`config.mk`:
```
export PLATFORM = sky130hd
export DESIGN_NAME = tca_alu_jumps
export DESIGN_NICKNAME = d
export VERILOG_FILES = /design/src/tca_pkg.sv /design/src/tca_alu_jumps.sv
export SDC_FILE = /design/constraint.sdc
export NUM_CORES = 1
export LEC_CHECK = 0
export ABC_AREA = 1
export BUFFER_PORTS_ARGS = -buffer_cell sky130_fd_sc_hd__buf_2
export CAP_MARGIN = 20
export CORE_UTILIZATION = 50
export CTS_CLUSTER_DIAMETER = 40
export DETAILED_ROUTE_END_ITERATION = 10
export PLACE_DENSITY_LB_ADDON = 0.12
export SYNTH_ARGS = -nofsm -noshare
export SYNTH_HDL_FRONTEND = slang
export SYNTH_SLANG_ARGS = --single-unit
export TNS_END_PERCENT = 5
```
`constraint.sdc`:
```
create_clock -name clk_i -period 3.2 [get_ports clk_i]
set_input_delay 0.96 -clock clk_i [delete_from_list [all_inputs] [get_ports clk_i]]
set_output_delay 0.96 -clock clk_i [all_outputs]
set_load 0.005 [all_outputs]
```
`src/tca_pkg.sv`:
```
// Shared constants, register map, operation codes and states of the tiny core execution datapath.
package tca_pkg;

	// Register byte offsets on the Wishbone bus.
	localparam logic [7:0] REG_CMD    = 8'h00;
	localparam logic [7:0] REG_DEST   = 8'h04;
	localparam logic [7:0] REG_SRC    = 8'h08;
	localparam logic [7:0] REG_IMM    = 8'h0c;
	localparam logic [7:0] REG_WORD   = 8'h10;
	localparam logic [7:0] REG_ZPTR   = 8'h14;
	localparam logic [7:0] REG_PC     = 8'h18;
	localparam logic [7:0] REG_FLAGS  = 8'h1c;
	localparam logic [7:0] REG_STATUS = 8'h20;
	localparam logic [7:0] REG_STKPTR = 8'h24;
	localparam logic [7:0] REG_RETADR = 8'h28;

	// Command field and status bits.
	localparam int         CMD_OP_W   = 5;
	localparam int         ST_BUSY    = 0;
	localparam int         IMM_W      = 12;

	// Status flag bit positions in the flag register.
	localparam int         FL_C       = 0;
	localparam int         FL_Z       = 1;
	localparam int         FL_N       = 2;
	localparam int         FL_V       = 3;
	localparam int         FL_S       = 4;
	localparam int         FL_H       = 5;

	// Which flags each operation class updates.
	localparam logic [7:0] MASK_ARITH = 8'h2f;
	localparam logic [7:0] MASK_WORD  = 8'h1f;
	localparam logic [7:0] MASK_LOGIC = 8'h0e;
	localparam logic [7:0] MASK_INV   = 8'h0f;
	localparam logic [7:0] MASK_NONE  = 8'h00;

	// Reset value of the flags and shared byte constants.
	localparam logic [7:0] FLAGS_RST  = 8'h00;
	localparam logic [7:0] BYTE_ONES  = 8'hff;
	localparam logic [7:0] BYTE_ZERO  = 8'h00;
	localparam logic [7:0] BYTE_ONE   = 8'h01;
	localparam logic [7:0] WORD_K_MSK = 8'h3f;

	// Execution lengths in clock cycles and return stack step.
	localparam logic [1:0] CYC_SINGLE = 2'h1;
	localparam logic [1:0] CYC_WORD   = 2'h2;
	localparam logic [1:0] CYC_RJUMP  = 2'h2;
	localparam logic [1:0] CYC_ZJUMP  = 2'h2;
	localparam logic [1:0] CYC_ZCALL  = 2'h3;
	localparam int         RET_STEP   = 2;

	// Operation codes written to the command register.
	localparam logic [4:0] OP_ADD                  = 5'h00;
	localparam logic [4:0] OP_ADD_CARRY            = 5'h01;
	localparam logic [4:0] OP_WORD_IMMEDIATE_PLUS  = 5'h02;
	localparam logic [4:0] OP_SUB                  = 5'h03;
	localparam logic [4:0] OP_DIFFERENCE_CONST     = 5'h04;
	localparam logic [4:0] OP_BORROW_DIFF_REGS     = 5'h05;
	localparam logic [4:0] OP_BORROW_DIFF_CONST    = 5'h06;
	localparam logic [4:0] OP_WORD_IMMEDIATE_MINUS = 5'h07;
	localparam logic [4:0] OP_AND_REGS             = 5'h08;
	localparam logic [4:0] OP_BITWISE_CONJ_CONST   = 5'h09;
	localparam logic [4:0] OP_OR_REGS              = 5'h0a;
	localparam logic [4:0] OP_BITWISE_DISJ_CONST   = 5'h0b;
	localparam logic [4:0] OP_EXCLUSIVE_DISJ_REGS  = 5'h0c;
	localparam logic [4:0] OP_ONES_INVERT          = 5'h0d;
	localparam logic [4:0] OP_TWOS_INVERSE         = 5'h0e;
	localparam logic [4:0] OP_BITS_SET_MASK        = 5'h0f;
	localparam logic [4:0] OP_BITS_CLEAR_MASK      = 5'h10;
	localparam logic [4:0] OP_PLUS_ONE             = 5'h11;
	localparam logic [4:0] OP_MINUS_ONE            = 5'h12;
	localparam logic [4:0] OP_ZERO_SIGN_CHECK      = 5'h13;
	localparam logic [4:0] OP_ZERO_REGISTER        = 5'h14;
	localparam logic [4:0] OP_ONES_REGISTER        = 5'h15;
	localparam logic [4:0] OP_RELATIVE_JUMP        = 5'h16;
	localparam logic [4:0] OP_Z_POINTER_JUMP       = 5'h17;
	localparam logic [4:0] OP_Z_POINTER_CALL       = 5'h18;

	typedef enum logic [0:0] {
		ST_IDLE,
		ST_RUN
	} tca_state_t;

endpackage : tca_pkg

```
`src/tca_alu_jumps.sv`:
```
// Execution datapath with arithmetic, logic and jump operations behind a Wishbone slave.
`timescale 1ns/1ps

// Behaviour
// RL1: Register add, with optional carry in, one cycle, updates Z C N V H.
// RL2: Word add of a constant to a register pair, two cycles, updates Z C N V S.
// RL3: Subtract register or constant, one cycle, updates Z C N V H.
// RL4: Subtract register or constant plus carry, one cycle, updates Z C N V H.
// RL5: Word subtract of a constant, two cycles, updates Z C N V S.
// RL6: Bitwise and with register or constant, one cycle, updates Z N V.
// RL7: Bitwise or and exclusive or, one cycle, Z N V; self exclusive or clears.
// RL8: Ones complement is ff minus value; twos complement is zero minus value, adds H.
// RL9: Set bits by or, clear bits by and with inverted mask; all ones keeps flags.
// RL10: Increment or decrement by one in one cycle, Z N V, carry kept.
// RL11: Test value by anding with itself in one cycle, updates Z N V.
// RL12: Relative jump loads counter plus offset plus one, two cycles, no flags.
// RL13: Pointer jump loads counter from Z pair, flags unchanged.
// RL14: Pointer call pushes return address, loads counter from Z, flags unchanged.
// RL15: Flags are zero, negative, overflow, carry out of bit 7, half carry of bit 3.
// RL16: Word operations use low and next higher byte, both written after second cycle.
module tca_alu_jumps #(
	parameter int              PC_W    = 16,
	parameter logic [15:0]     SP_INIT = 16'hffff
) (
	input  wire logic          clk_i,
	input  wire logic          rst_i,
	input  wire logic          wb_cyc_i,
	input  wire logic          wb_stb_i,
	input  wire logic          wb_we_i,
	input  wire logic [7:0]    wb_adr_i,
	input  wire logic [3:0]    wb_sel_i,
	input  wire logic [31:0]   wb_dat_i,
	output logic      [31:0]   wb_dat_o,
	output logic               wb_ack_o,
	output logic               busy_o
);

	if (PC_W < tca_pkg::IMM_W || PC_W > 16) begin : g_pc_w_check
		$error("PC_W must lie between the offset width and 16");
	end

	// Returns {half carry, overflow, carry, result} of an 8-bit add or subtract.
	function automatic logic [10:0] addsub8(input logic [7:0] a, input logic [7:0] b,
		input logic cin, input logic sub);
		logic [8:0] s;
		logic       h;
		logic       v;
		s = 9'h000;
		if (sub) begin
			s = {1'b0, a} - {1'b0, b} - {8'h00, cin};
			h = (~a[3] & b[3]) | (b[3] & s[3]) | (s[3] & ~a[3]);
			v = (a[7] & ~b[7] & ~s[7]) | (~a[7] & b[7] & s[7]);
		end else begin
			s = {1'b0, a} + {1'b0, b} + {8'h00, cin};
			h = (a[3] & b[3]) | (b[3] & ~s[3]) | (~s[3] & a[3]);
			v = (a[7] & b[7] & ~s[7]) | (~a[7] & ~b[7] & s[7]);
		end
		return {h, v, s[8], s[7:0]};
	endfunction : addsub8

	// Merges a byte-enabled write into a 16-bit register.
	function automatic logic [15:0] merge16(input logic [15:0] old, input logic [31:0] d,
		input logic [3:0] sel);
		return {sel[1] ? d[15:8] : old[15:8], sel[0] ? d[7:0] : old[7:0]};
	endfunction : merge16

	tca_pkg::tca_state_t   state_r;
	logic [4:0]            op_r;
	logic [1:0]            cnt_r;
	logic [7:0]            dest_r;
	logic [7:0]            src_r;
	logic [tca_pkg::IMM_W-1:0] imm_r;
	logic [15:0]           word_r;
	logic [15:0]           zptr_r;
	logic [PC_W-1:0]       pc_r;
	logic [7:0]            flags_r;
	logic [15:0]           sp_r;
	logic [PC_W-1:0]       ret_r;
	logic [7:0]            wlo_r;
	logic                  wcarry_r;
	logic [31:0]           rdat_nxt;
	logic [7:0]            res_nxt;
	logic [7:0]            fl_nxt;
	logic [7:0]            fmask_nxt;
	logic                  dest_we;
	logic [1:0]            cyc_nxt;

	// Bus decode.
	wire                   bus_req   = wb_cyc_i & wb_stb_i & ~wb_ack_o;
	wire                   bus_wr    = bus_req & wb_we_i & wb_sel_i[0];
	wire                   hit_cmd   = wb_adr_i == tca_pkg::REG_CMD;
	wire                   hit_dest  = wb_adr_i == tca_pkg::REG_DEST;
	wire                   hit_src   = wb_adr_i == tca_pkg::REG_SRC;
	wire                   hit_imm   = wb_adr_i == tca_pkg::REG_IMM;
	wire                   hit_word  = wb_adr_i == tca_pkg::REG_WORD;
	wire                   hit_zptr  = wb_adr_i == tca_pkg::REG_ZPTR;
	wire                   hit_pc    = wb_adr_i == tca_pkg::REG_PC;
	wire                   hit_flags = wb_adr_i == tca_pkg::REG_FLAGS;
	wire                   hit_sp    = wb_adr_i == tca_pkg::REG_STKPTR;
	wire                   idle      = state_r == tca_pkg::ST_IDLE;
	wire                   start     = bus_wr & hit_cmd & idle;
	wire                   host_wr   = bus_wr & idle;
	wire                   last      = (state_r == tca_pkg::ST_RUN) && (cnt_r == 2'h1);
	wire [7:0]             k_word    = imm_r[7:0] & tca_pkg::WORD_K_MSK;
	wire [PC_W-1:0]        rel_off   = PC_W'($signed(imm_r));
	wire [PC_W-1:0]        pc_seq    = pc_r + PC_W'(1);
	wire [PC_W-1:0]        pc_rel    = pc_seq + rel_off;
	wire [PC_W-1:0]        pc_z      = zptr_r[PC_W-1:0];
	wire [7:0]             k8        = imm_r[7:0];
	wire                   is_wsub   = op_r == tca_pkg::OP_WORD_IMMEDIATE_MINUS;
	wire [10:0]            wlo_sum   = addsub8(word_r[7:0], k_word, 1'b0, is_wsub);
	wire [10:0]            whi_sum   = addsub8(word_r[15:8], tca_pkg::BYTE_ZERO, wcarry_r,
		is_wsub);
	wire [15:0]            wres      = {whi_sum[7:0], wlo_r};
	wire                   w_c       = is_wsub ? (wres[15] & ~word_r[15])
		: (~wres[15] & word_r[15]);
	wire                   w_v       = is_wsub ? (word_r[15] & ~wres[15])
		: (~word_r[15] & wres[15]);
	wire [7:0]             fl_word   = {3'h0, wres[15] ^ w_v, w_v, wres[15],
		wres == 16'h0000, w_c};
	wire [7:0]             flags_upd = (flags_r & ~fmask_nxt) | (fl_nxt & fmask_nxt);
	wire [15:0]            imm_wr    = merge16(16'(imm_r), wb_dat_i, wb_sel_i);
	wire [15:0]            pc_wr     = merge16(16'(pc_r), wb_dat_i, wb_sel_i);

	// Cycle count of the command being started.
	wire [4:0]             cmd_op    = wb_dat_i[tca_pkg::CMD_OP_W-1:0];
	assign cyc_nxt = (cmd_op == tca_pkg::OP_WORD_IMMEDIATE_PLUS
		|| cmd_op == tca_pkg::OP_WORD_IMMEDIATE_MINUS) ? tca_pkg::CYC_WORD :
		(cmd_op == tca_pkg::OP_RELATIVE_JUMP) ? tca_pkg::CYC_RJUMP :
		(cmd_op == tca_pkg::OP_Z_POINTER_JUMP) ? tca_pkg::CYC_ZJUMP :
		(cmd_op == tca_pkg::OP_Z_POINTER_CALL) ? tca_pkg::CYC_ZCALL :
		tca_pkg::CYC_SINGLE;

	// Byte result and flags of the single-cycle operations.
	always_comb begin
		logic [10:0] r;
		r = 11'h000;
		res_nxt = dest_r;
		fl_nxt = 8'h00;
		fmask_nxt = tca_pkg::MASK_NONE;
		dest_we = 1'b1;
		case (op_r)
			tca_pkg::OP_ADD, tca_pkg::OP_ADD_CARRY: begin
				r = addsub8(dest_r, src_r, (op_r == tca_pkg::OP_ADD_CARRY) & flags_r[tca_pkg::FL_C],
					1'b0); // RL1
				fmask_nxt = tca_pkg::MASK_ARITH;
			end
			tca_pkg::OP_SUB, tca_pkg::OP_DIFFERENCE_CONST: begin
				r = addsub8(dest_r, (op_r == tca_pkg::OP_SUB) ? src_r : k8, 1'b0, 1'b1); // RL3
				fmask_nxt = tca_pkg::MASK_ARITH;
			end
			tca_pkg::OP_BORROW_DIFF_REGS, tca_pkg::OP_BORROW_DIFF_CONST: begin
				r = addsub8(dest_r, (op_r == tca_pkg::OP_BORROW_DIFF_REGS) ? src_r : k8,
					flags_r[tca_pkg::FL_C], 1'b1); // RL4
				fmask_nxt = tca_pkg::MASK_ARITH;
			end
			tca_pkg::OP_AND_REGS: begin
				r = {3'h0, dest_r & src_r}; // RL6
				fmask_nxt = tca_pkg::MASK_LOGIC;
			end
			tca_pkg::OP_BITWISE_CONJ_CONST: begin
				r = {3'h0, dest_r & k8}; // RL6
				fmask_nxt = tca_pkg::MASK_LOGIC;
			end
			tca_pkg::OP_OR_REGS: begin
				r = {3'h0, dest_r | src_r}; // RL7
				fmask_nxt = tca_pkg::MASK_LOGIC;
			end
			tca_pkg::OP_BITWISE_DISJ_CONST, tca_pkg::OP_BITS_SET_MASK: begin
				r = {3'h0, dest_r | k8}; // RL7 RL9
				fmask_nxt = tca_pkg::MASK_LOGIC;
			end
			tca_pkg::OP_EXCLUSIVE_DISJ_REGS: begin
				r = {3'h0, dest_r ^ src_r}; // RL7
				fmask_nxt = tca_pkg::MASK_LOGIC;
			end
			tca_pkg::OP_ZERO_REGISTER: begin
				r = {3'h0, dest_r ^ dest_r}; // RL7
				fmask_nxt = tca_pkg::MASK_LOGIC;
			end
			tca_pkg::OP_ONES_INVERT: begin
				r = {3'h1, tca_pkg::BYTE_ONES - dest_r}; // RL8
				fmask_nxt = tca_pkg::MASK_INV;
			end
			tca_pkg::OP_TWOS_INVERSE: begin
				r = addsub8(tca_pkg::BYTE_ZERO, dest_r, 1'b0, 1'b1); // RL8
				fmask_nxt = tca_pkg::MASK_ARITH;
			end
			tca_pkg::OP_BITS_CLEAR_MASK: begin
				r = {3'h0, dest_r & (tca_pkg::BYTE_ONES - k8)}; // RL9
				fmask_nxt = tca_pkg::MASK_LOGIC;
			end
			tca_pkg::OP_ONES_REGISTER: begin
				r = {3'h0, tca_pkg::BYTE_ONES}; // RL9
			end
			tca_pkg::OP_PLUS_ONE, tca_pkg::OP_MINUS_ONE: begin
				r = addsub8(dest_r, tca_pkg::BYTE_ONE, 1'b0, op_r == tca_pkg::OP_MINUS_ONE); // RL10
				fmask_nxt = tca_pkg::MASK_LOGIC;
			end
			tca_pkg::OP_ZERO_SIGN_CHECK: begin
				r = {3'h0, dest_r & dest_r}; // RL11
				fmask_nxt = tca_pkg::MASK_LOGIC;
			end
			default: begin
				r = {3'h0, dest_r};
				dest_we = 1'b0;
			end
		endcase
		res_nxt = r[7:0];
		fl_nxt[tca_pkg::FL_Z] = (r[7:0] == tca_pkg::BYTE_ZERO); // RL15
		if (op_r == tca_pkg::OP_BORROW_DIFF_REGS || op_r == tca_pkg::OP_BORROW_DIFF_CONST) begin
			fl_nxt[tca_pkg::FL_Z] = (r[7:0] == tca_pkg::BYTE_ZERO) & flags_r[tca_pkg::FL_Z];
		end
		fl_nxt[tca_pkg::FL_N] = r[7]; // RL15
		fl_nxt[tca_pkg::FL_C] = r[8];
		fl_nxt[tca_pkg::FL_V] = r[9];
		fl_nxt[tca_pkg::FL_H] = r[10];
	end

	// Read data selection.
	assign rdat_nxt = hit_cmd ? {27'h0, op_r}
		: hit_dest ? {24'h0, dest_r}
		: hit_src ? {24'h0, src_r}
		: hit_imm ? {20'h0, imm_r}
		: hit_word ? {16'h0, word_r}
		: hit_zptr ? {16'h0, zptr_r}
		: hit_pc ? 32'(pc_r)
		: hit_flags ? {24'h0, flags_r}
		: (wb_adr_i == tca_pkg::REG_STATUS) ? (32'(!idle) << tca_pkg::ST_BUSY)
		: hit_sp ? {16'h0, sp_r}
		: (wb_adr_i == tca_pkg::REG_RETADR) ? 32'(ret_r)
		: 32'h0000_0000;

	// Wishbone answer: one ack per request, dropped in the following cycle.
	always_ff @(posedge clk_i) begin
		if (rst_i) begin
			wb_ack_o <= 1'b0;
			wb_dat_o <= 32'h0000_0000;
		end else begin
			wb_ack_o <= bus_req;
			wb_dat_o <= bus_req ? rdat_nxt : 32'h0000_0000;
		end
	end

	// Sequencer.
	always_ff @(posedge clk_i) begin
		if (rst_i) begin
			state_r <= tca_pkg::ST_IDLE;
			op_r    <= tca_pkg::OP_ADD;
			cnt_r   <= 2'h0;
			busy_o  <= 1'b0;
		end else if (start) begin
			state_r <= tca_pkg::ST_RUN;
			op_r    <= cmd_op;
			cnt_r   <= cyc_nxt;
			busy_o  <= 1'b1;
		end else if (state_r == tca_pkg::ST_RUN) begin
			cnt_r   <= cnt_r - 2'h1;
			if (last) begin
				state_r <= tca_pkg::ST_IDLE;
				busy_o  <= 1'b0;
			end
		end
	end

	// Operand registers, written by software when idle and by the datapath on completion.
	always_ff @(posedge clk_i) begin
		if (rst_i) begin
			dest_r <= tca_pkg::BYTE_ZERO;
			src_r  <= tca_pkg::BYTE_ZERO;
			imm_r  <= '0;
			word_r <= 16'h0000;
			zptr_r <= 16'h0000;
		end else begin
			if (last && dest_we) begin
				dest_r <= res_nxt;
			end else if (host_wr && hit_dest) begin
				dest_r <= wb_dat_i[7:0];
			end
			if (host_wr && hit_src) begin
				src_r <= wb_dat_i[7:0];
			end
			if (host_wr && hit_imm) begin
				imm_r <= imm_wr[tca_pkg::IMM_W-1:0];
			end
			if (last && (op_r == tca_pkg::OP_WORD_IMMEDIATE_PLUS || is_wsub)) begin
				word_r <= wres; // RL2 RL5 RL16
			end else if (host_wr && hit_word) begin
				word_r <= merge16(word_r, wb_dat_i, wb_sel_i);
			end
			if (host_wr && hit_zptr) begin
				zptr_r <= merge16(zptr_r, wb_dat_i, wb_sel_i);
			end
		end
	end

	// Word operations: low byte in the first cycle, high byte and write-back in the second.
	always_ff @(posedge clk_i) begin
		if (rst_i) begin
			wlo_r    <= tca_pkg::BYTE_ZERO;
			wcarry_r <= 1'b0;
		end else if (state_r == tca_pkg::ST_RUN && cnt_r == tca_pkg::CYC_WORD) begin
			wlo_r    <= wlo_sum[7:0]; // RL16
			wcarry_r <= wlo_sum[8];
		end
	end

	// Flags, program counter and return stack.
	always_ff @(posedge clk_i) begin
		if (rst_i) begin
			flags_r <= tca_pkg::FLAGS_RST;
			pc_r    <= '0;
			sp_r    <= SP_INIT;
			ret_r   <= '0;
		end else begin
			if (last && (op_r == tca_pkg::OP_WORD_IMMEDIATE_PLUS || is_wsub)) begin
				flags_r <= (flags_r & ~tca_pkg::MASK_WORD) | (fl_word & tca_pkg::MASK_WORD); // RL2 RL5
			end else if (last) begin
				flags_r <= flags_upd; // RL15
			end else if (host_wr && hit_flags) begin
				flags_r <= wb_dat_i[7:0];
			end
			if (last && op_r == tca_pkg::OP_RELATIVE_JUMP) begin
				pc_r <= pc_rel; // RL12
			end else if (last && op_r == tca_pkg::OP_Z_POINTER_JUMP) begin
				pc_r <= pc_z; // RL13
			end else if (last && op_r == tca_pkg::OP_Z_POINTER_CALL) begin
				pc_r  <= pc_z; // RL14
				ret_r <= pc_seq;
				sp_r  <= sp_r - 16'(tca_pkg::RET_STEP);
			end else if (host_wr && hit_pc) begin
				pc_r <= pc_wr[PC_W-1:0];
			end else if (host_wr && hit_sp) begin
				sp_r <= merge16(sp_r, wb_dat_i, wb_sel_i);
			end
		end
	end

endmodule : tca_alu_jumps

```
==> impl_summary.txt <==
----------------------------------------------------
[STA]
  Crit share post-route ... 98.9%
  Time the worst path needs with I/O delays and setup ... 3.16 ns
  Maximum operating frequency ... 316 MHz
  Max Clock Skew ... 0.0113 ns
  RSZ-0062 raised after global routing ... true
  Final worst-path setup slack ... 0.0358 ns
  Number of slew-limit violations in the final report ... 0
  Pin slew with the least headroom to its limit ... 0.617 ns
  Final Hold Viols ... 0
  Worst-case headroom to the max-slew limit ... 58.8%
  Count of endpoints failing setup in the final report ... 0

[Power and ir drop]
  Power Dens Cells ... 288 nW/um^2
  Pleak ... 7.09 nW
  Worst VDD drop ... 342 uV
  Overall power after layout ... 4.21 mW

[Yosys]
  Total number of yosys warnings ... 0
  Mean instance size in the synthesized netlist ... 6.34 um^2
  Synth Area in Compound Gates ... 21.8%
  Most frequently used flop master after synthesis ... dfxtp_1
  Async SR Flop Fraction ... 0%
  Sequential fraction of the synthesis area ... 24.2%
  Number of register bits inferred by synthesis ... 151
  Adder and majority cell fraction of the synthesized area ... 9.41%
  Post-synthesis share of cell area spent on xor and xnor gates ... 3.22%
  Post-synthesis mux area share ... 0%
  Largest family of logic cells by synthesized area ... simple AND/OR/NAND/NOR gates
  Post-synthesis instance area ... 12,500 um^2
  Area fraction in and, or, nand and nor cells after synthesis ... 30.1%
  Number of enable-type register cells in the synthesized netlist ... 0
  Count of different cell masters after synthesis ... 55
  Cell count after synthesis ... 1,972

[GRT]
  Global-route wire length before repair ... 75,200 um
  Largest net degree at the start of global routing ... 59
  Via count of the first global-routing pass ... 12,600
  Total routing usage reported by global routing ... 38.8%
  Global route overflow ... 0
  Number of antenna violations at the first check in global routing ... 0

[Setup path]
  Maximum fanout along the worst path ... 5
  Worst path slowest cell ... fa_2
  Reg-to-reg critical path startpoint ... op_r[1]
  Worst-case register-to-register setup slack ... 0.04 ns
  Path type of the worst setup path ... reg2reg
  Start point of the critical path ... op_r[1]
  Nature of the critical path startpoint ... flop
  Category of the worst setup path capture point ... flop
  Largest stage delay on the critical path ... 0.62 ns
  Arrival time of the worst setup path ... 3.53 ns
  R2r worst-path depth ... 20
  List of cells traversed by the critical path ... inv_1 > nand2_2 > nor2_4 > nand2_4 > nand2_1 > o21ai_2 > fa_1 > fa_2 > inv_1 > nand3_1 > nand2_1 > nor2_1 > nand2_1 > nor2_1 > nand3_1 > nor2_1 > nand2_1 > nor2_2 > nand3_2 > a21oi_2
  Worst path required time ... 3.56 ns
  Dominant cell type by count on the critical path ... nand2_1

[Layout]
  Net count of the finished layout ... 2,243
  Most frequent cells in the layout ... 428 x nand2_1, 251 x inv_1, 182 x o21ai_0, 170 x a21oi_1, 158 x nor2_1
  Leading cell type in the layout, fill and taps excluded ... nand2_1
  Fraction of final layout cells with drive strength greater than 1 ... 14.9%
  Synth-to-layout area growth ... 16.8%
  Number of diodes added for antenna fixing ... 0

[Clocking]
  Clk sink count ... 151
  CTS Buffer Depth ... 2
  Master cell of the clock root buffer ... clkbuf_16
  Number of buffers inserted during clock tree synthesis ... 17
  Clock slew at reported path FFs ... 0.07 ns
  TritonCTS clock tree ... done
  CTS HTree Levels ... 4
  Later-pin clock latency in the skew report ... 0.43 ns
  Cts-stage hold buffer count ... 0

[Floorplanning]
  Die Ht ... 160 um
  Ports ... 83
  X dimension of the die ... 160 um
  Initial core utilization ... 51.2%
  Total core area ... 24,400 um^2
  Num rows ... 57
  Full die area ... 25,600 um^2

[Placement]
  Number of port buffers ... 48
  Placer congestion estimate ... 1.01
  Placement-stage worst setup slack ... -0.238 ns
  HPWL Detailed ... 39,300 um

[Route]
  Detailed-route via count ... 14,200
  Antenna-violating nets left ... 0
  Number of vias per cell after detailed routing ... 5.82
  # DRC ... 0
  DRC violation total after the first TritonRoute iteration ... 1,888
  Post-detailed-routing wire length ... 50,200 um
  First-pass DRT Iterations ... 6
  Routed length per instance ... 20.5 um

[Hold path]
  Hold/Removal Path Class ... reg2reg

[Run status]
  Result of the run ... complete, no violations

[Run]
  Max-cap violations ... 0

----------------------------------------------------
==> flip-flops by register name (all words and copies together) (netlist names), named ones only <==
signal / cells
src_r: 8
sp_r: 16
busy_o: 1
state_r: 1
wb_dat_o: 16
flags_r: 4
ret_r: 16
cnt_r: 2
wlo_r: 8
wcarry_r: 1
wb_ack_o: 1
word_r: 16
imm_r: 12
dest_r: 8
pc_r: 16
op_r: 5
pc_z: 16
==> metal layers <==
metal	vias up	share of wire [%]	global-route usage [%]
met5	-	0	0
met4	0	2.0	9.22
met3	77	13	9.79
met2	781	39	53.6
met1	6545	46	58.9
li1	6807	-	-
==> stage by stage <==
stage	cell area, um^2	setup TNS [ns]	util (%)	hold slack (ns)	cells
6_report	14600	0	59.9	0.459	2442
5_1_grt	14600	-0.620	59.9	0.491	2442
4_1_cts	14400	0	59.1	0.455	2442
3_5_place_dp	13800	-0.989	56.5	0.445	2410
3_3_place_gp	13800	-0.569	56.5	0.447	2410
2_1_floorplan	12600	0	-	0.429	1987
==> Yosys cell counts, types with 3 or more instances <==
master | instances | share of area (%)
nand2_1 | 431 | 13
inv_1 | 253 | 7.6
o21ai_0 | 191 | 7.6
a21oi_1 | 175 | 7.0
nor2_1 | 168 | 5.0
dfxtp_1 | 151 | 24
nand3_1 | 137 | 5.5
ha_1 | 78 | 7.8
clkbuf_1 | 39 | 1.2
nand4_1 | 35 | 1.8
xor2_1 | 33 | 2.3
o211ai_1 | 28 | 1.7
a31oi_1 | 23 | 1.2
buf_4 | 22 | 1.3
nor3_1 | 22 | 0.88
buf_2 | 14 | 0.56
inv_2 | 14 | 0.42
nand2_2 | 14 | 0.70
o22ai_1 | 14 | 0.70
xnor2_1 | 13 | 0.91
a211oi_1 | 11 | 0.66
fa_1 | 10 | 1.6
nand3b_1 | 9 | 0.54
nor2_2 | 9 | 0.45
o221ai_1 | 9 | 0.63
a21boi_0 | 8 | 0.48
or2_2 | 8 | 0.40
nand2_4 | 4 | 0.36
o2111ai_1 | 4 | 0.28
o21ai_1 | 4 | 0.16
nand3_2 | 3 | 0.24
nor2_4 | 3 | 0.27
nor3_2 | 3 | 0.24
o31ai_1 | 3 | 0.18
==> critical path, delay by kind of cell (launching register included) <==
family	cells	cell delay, ns
and+or+nand+nor	14	1.35
AOI/OAI and AO/OA	2	0.22
DFF	1	0.31
adders and majority gates	2	1.06
buffers and inverters	2	0.14
==> how the worst min path moves through the flow <==
stage	start	endpoint	slack [ns]	depth (start not counted)
2_1_floorplan	ret_r[2]	ret_r[2]	0.43	2
3_3_place_gp	ret_r[0]	ret_r[0]	0.45	2
3_5_place_dp	ret_r[0]	ret_r[0]	0.45	2
4_1_cts	ret_r[0]	ret_r[0]	0.45	2
5_1_grt	ret_r[0]	ret_r[0]	0.49	2
6_report	ret_r[0]	ret_r[0]	0.46	2
==> layout make-up <==
cell class              count  area (um^2)
fillers                  2424         9790
clock inverters            14          186
repair buffers            176         1230
clock buffers              17          425
well taps                 324          405
flip-flops and latches    151         3020
inverters                 271         1020
multi-input cells        1489         8310
==> power by group <==
group	internal [mW]	leakage [nW]	switching [mW]	total, mW
registers	1.88	1.22	0.000628	1.88
clock network	1.25	0.294	0.907	2.15
logic	0.0470	5.58	0.129	0.176
total	3.17	7.09	1.04	4.21
==> logic make-up (layout without fill, tap and decap cells) <==
| logic type | Yosys count | count (layout) |
|---|---|---|
| other cells | 1 | 16 |
| buf+inv | 347 | 478 |
| simple gates | 853 | 853 |
| flops | 151 | 151 |
| fa+ha+maj | 88 | 88 |
| compound gates | 486 | 486 |
| xor+xnor | 46 | 46 |
==> timing repair <==
item / 4_1_cts / 5_1_grt
endpoints found under the setup margin: 7 / 19
pin swaps: 1 / 5
gates resized for setup: 5 / 50
gates cloned: 0 / 0
setup buffers: 1 / 0
(Power assumes the default switching activity.)
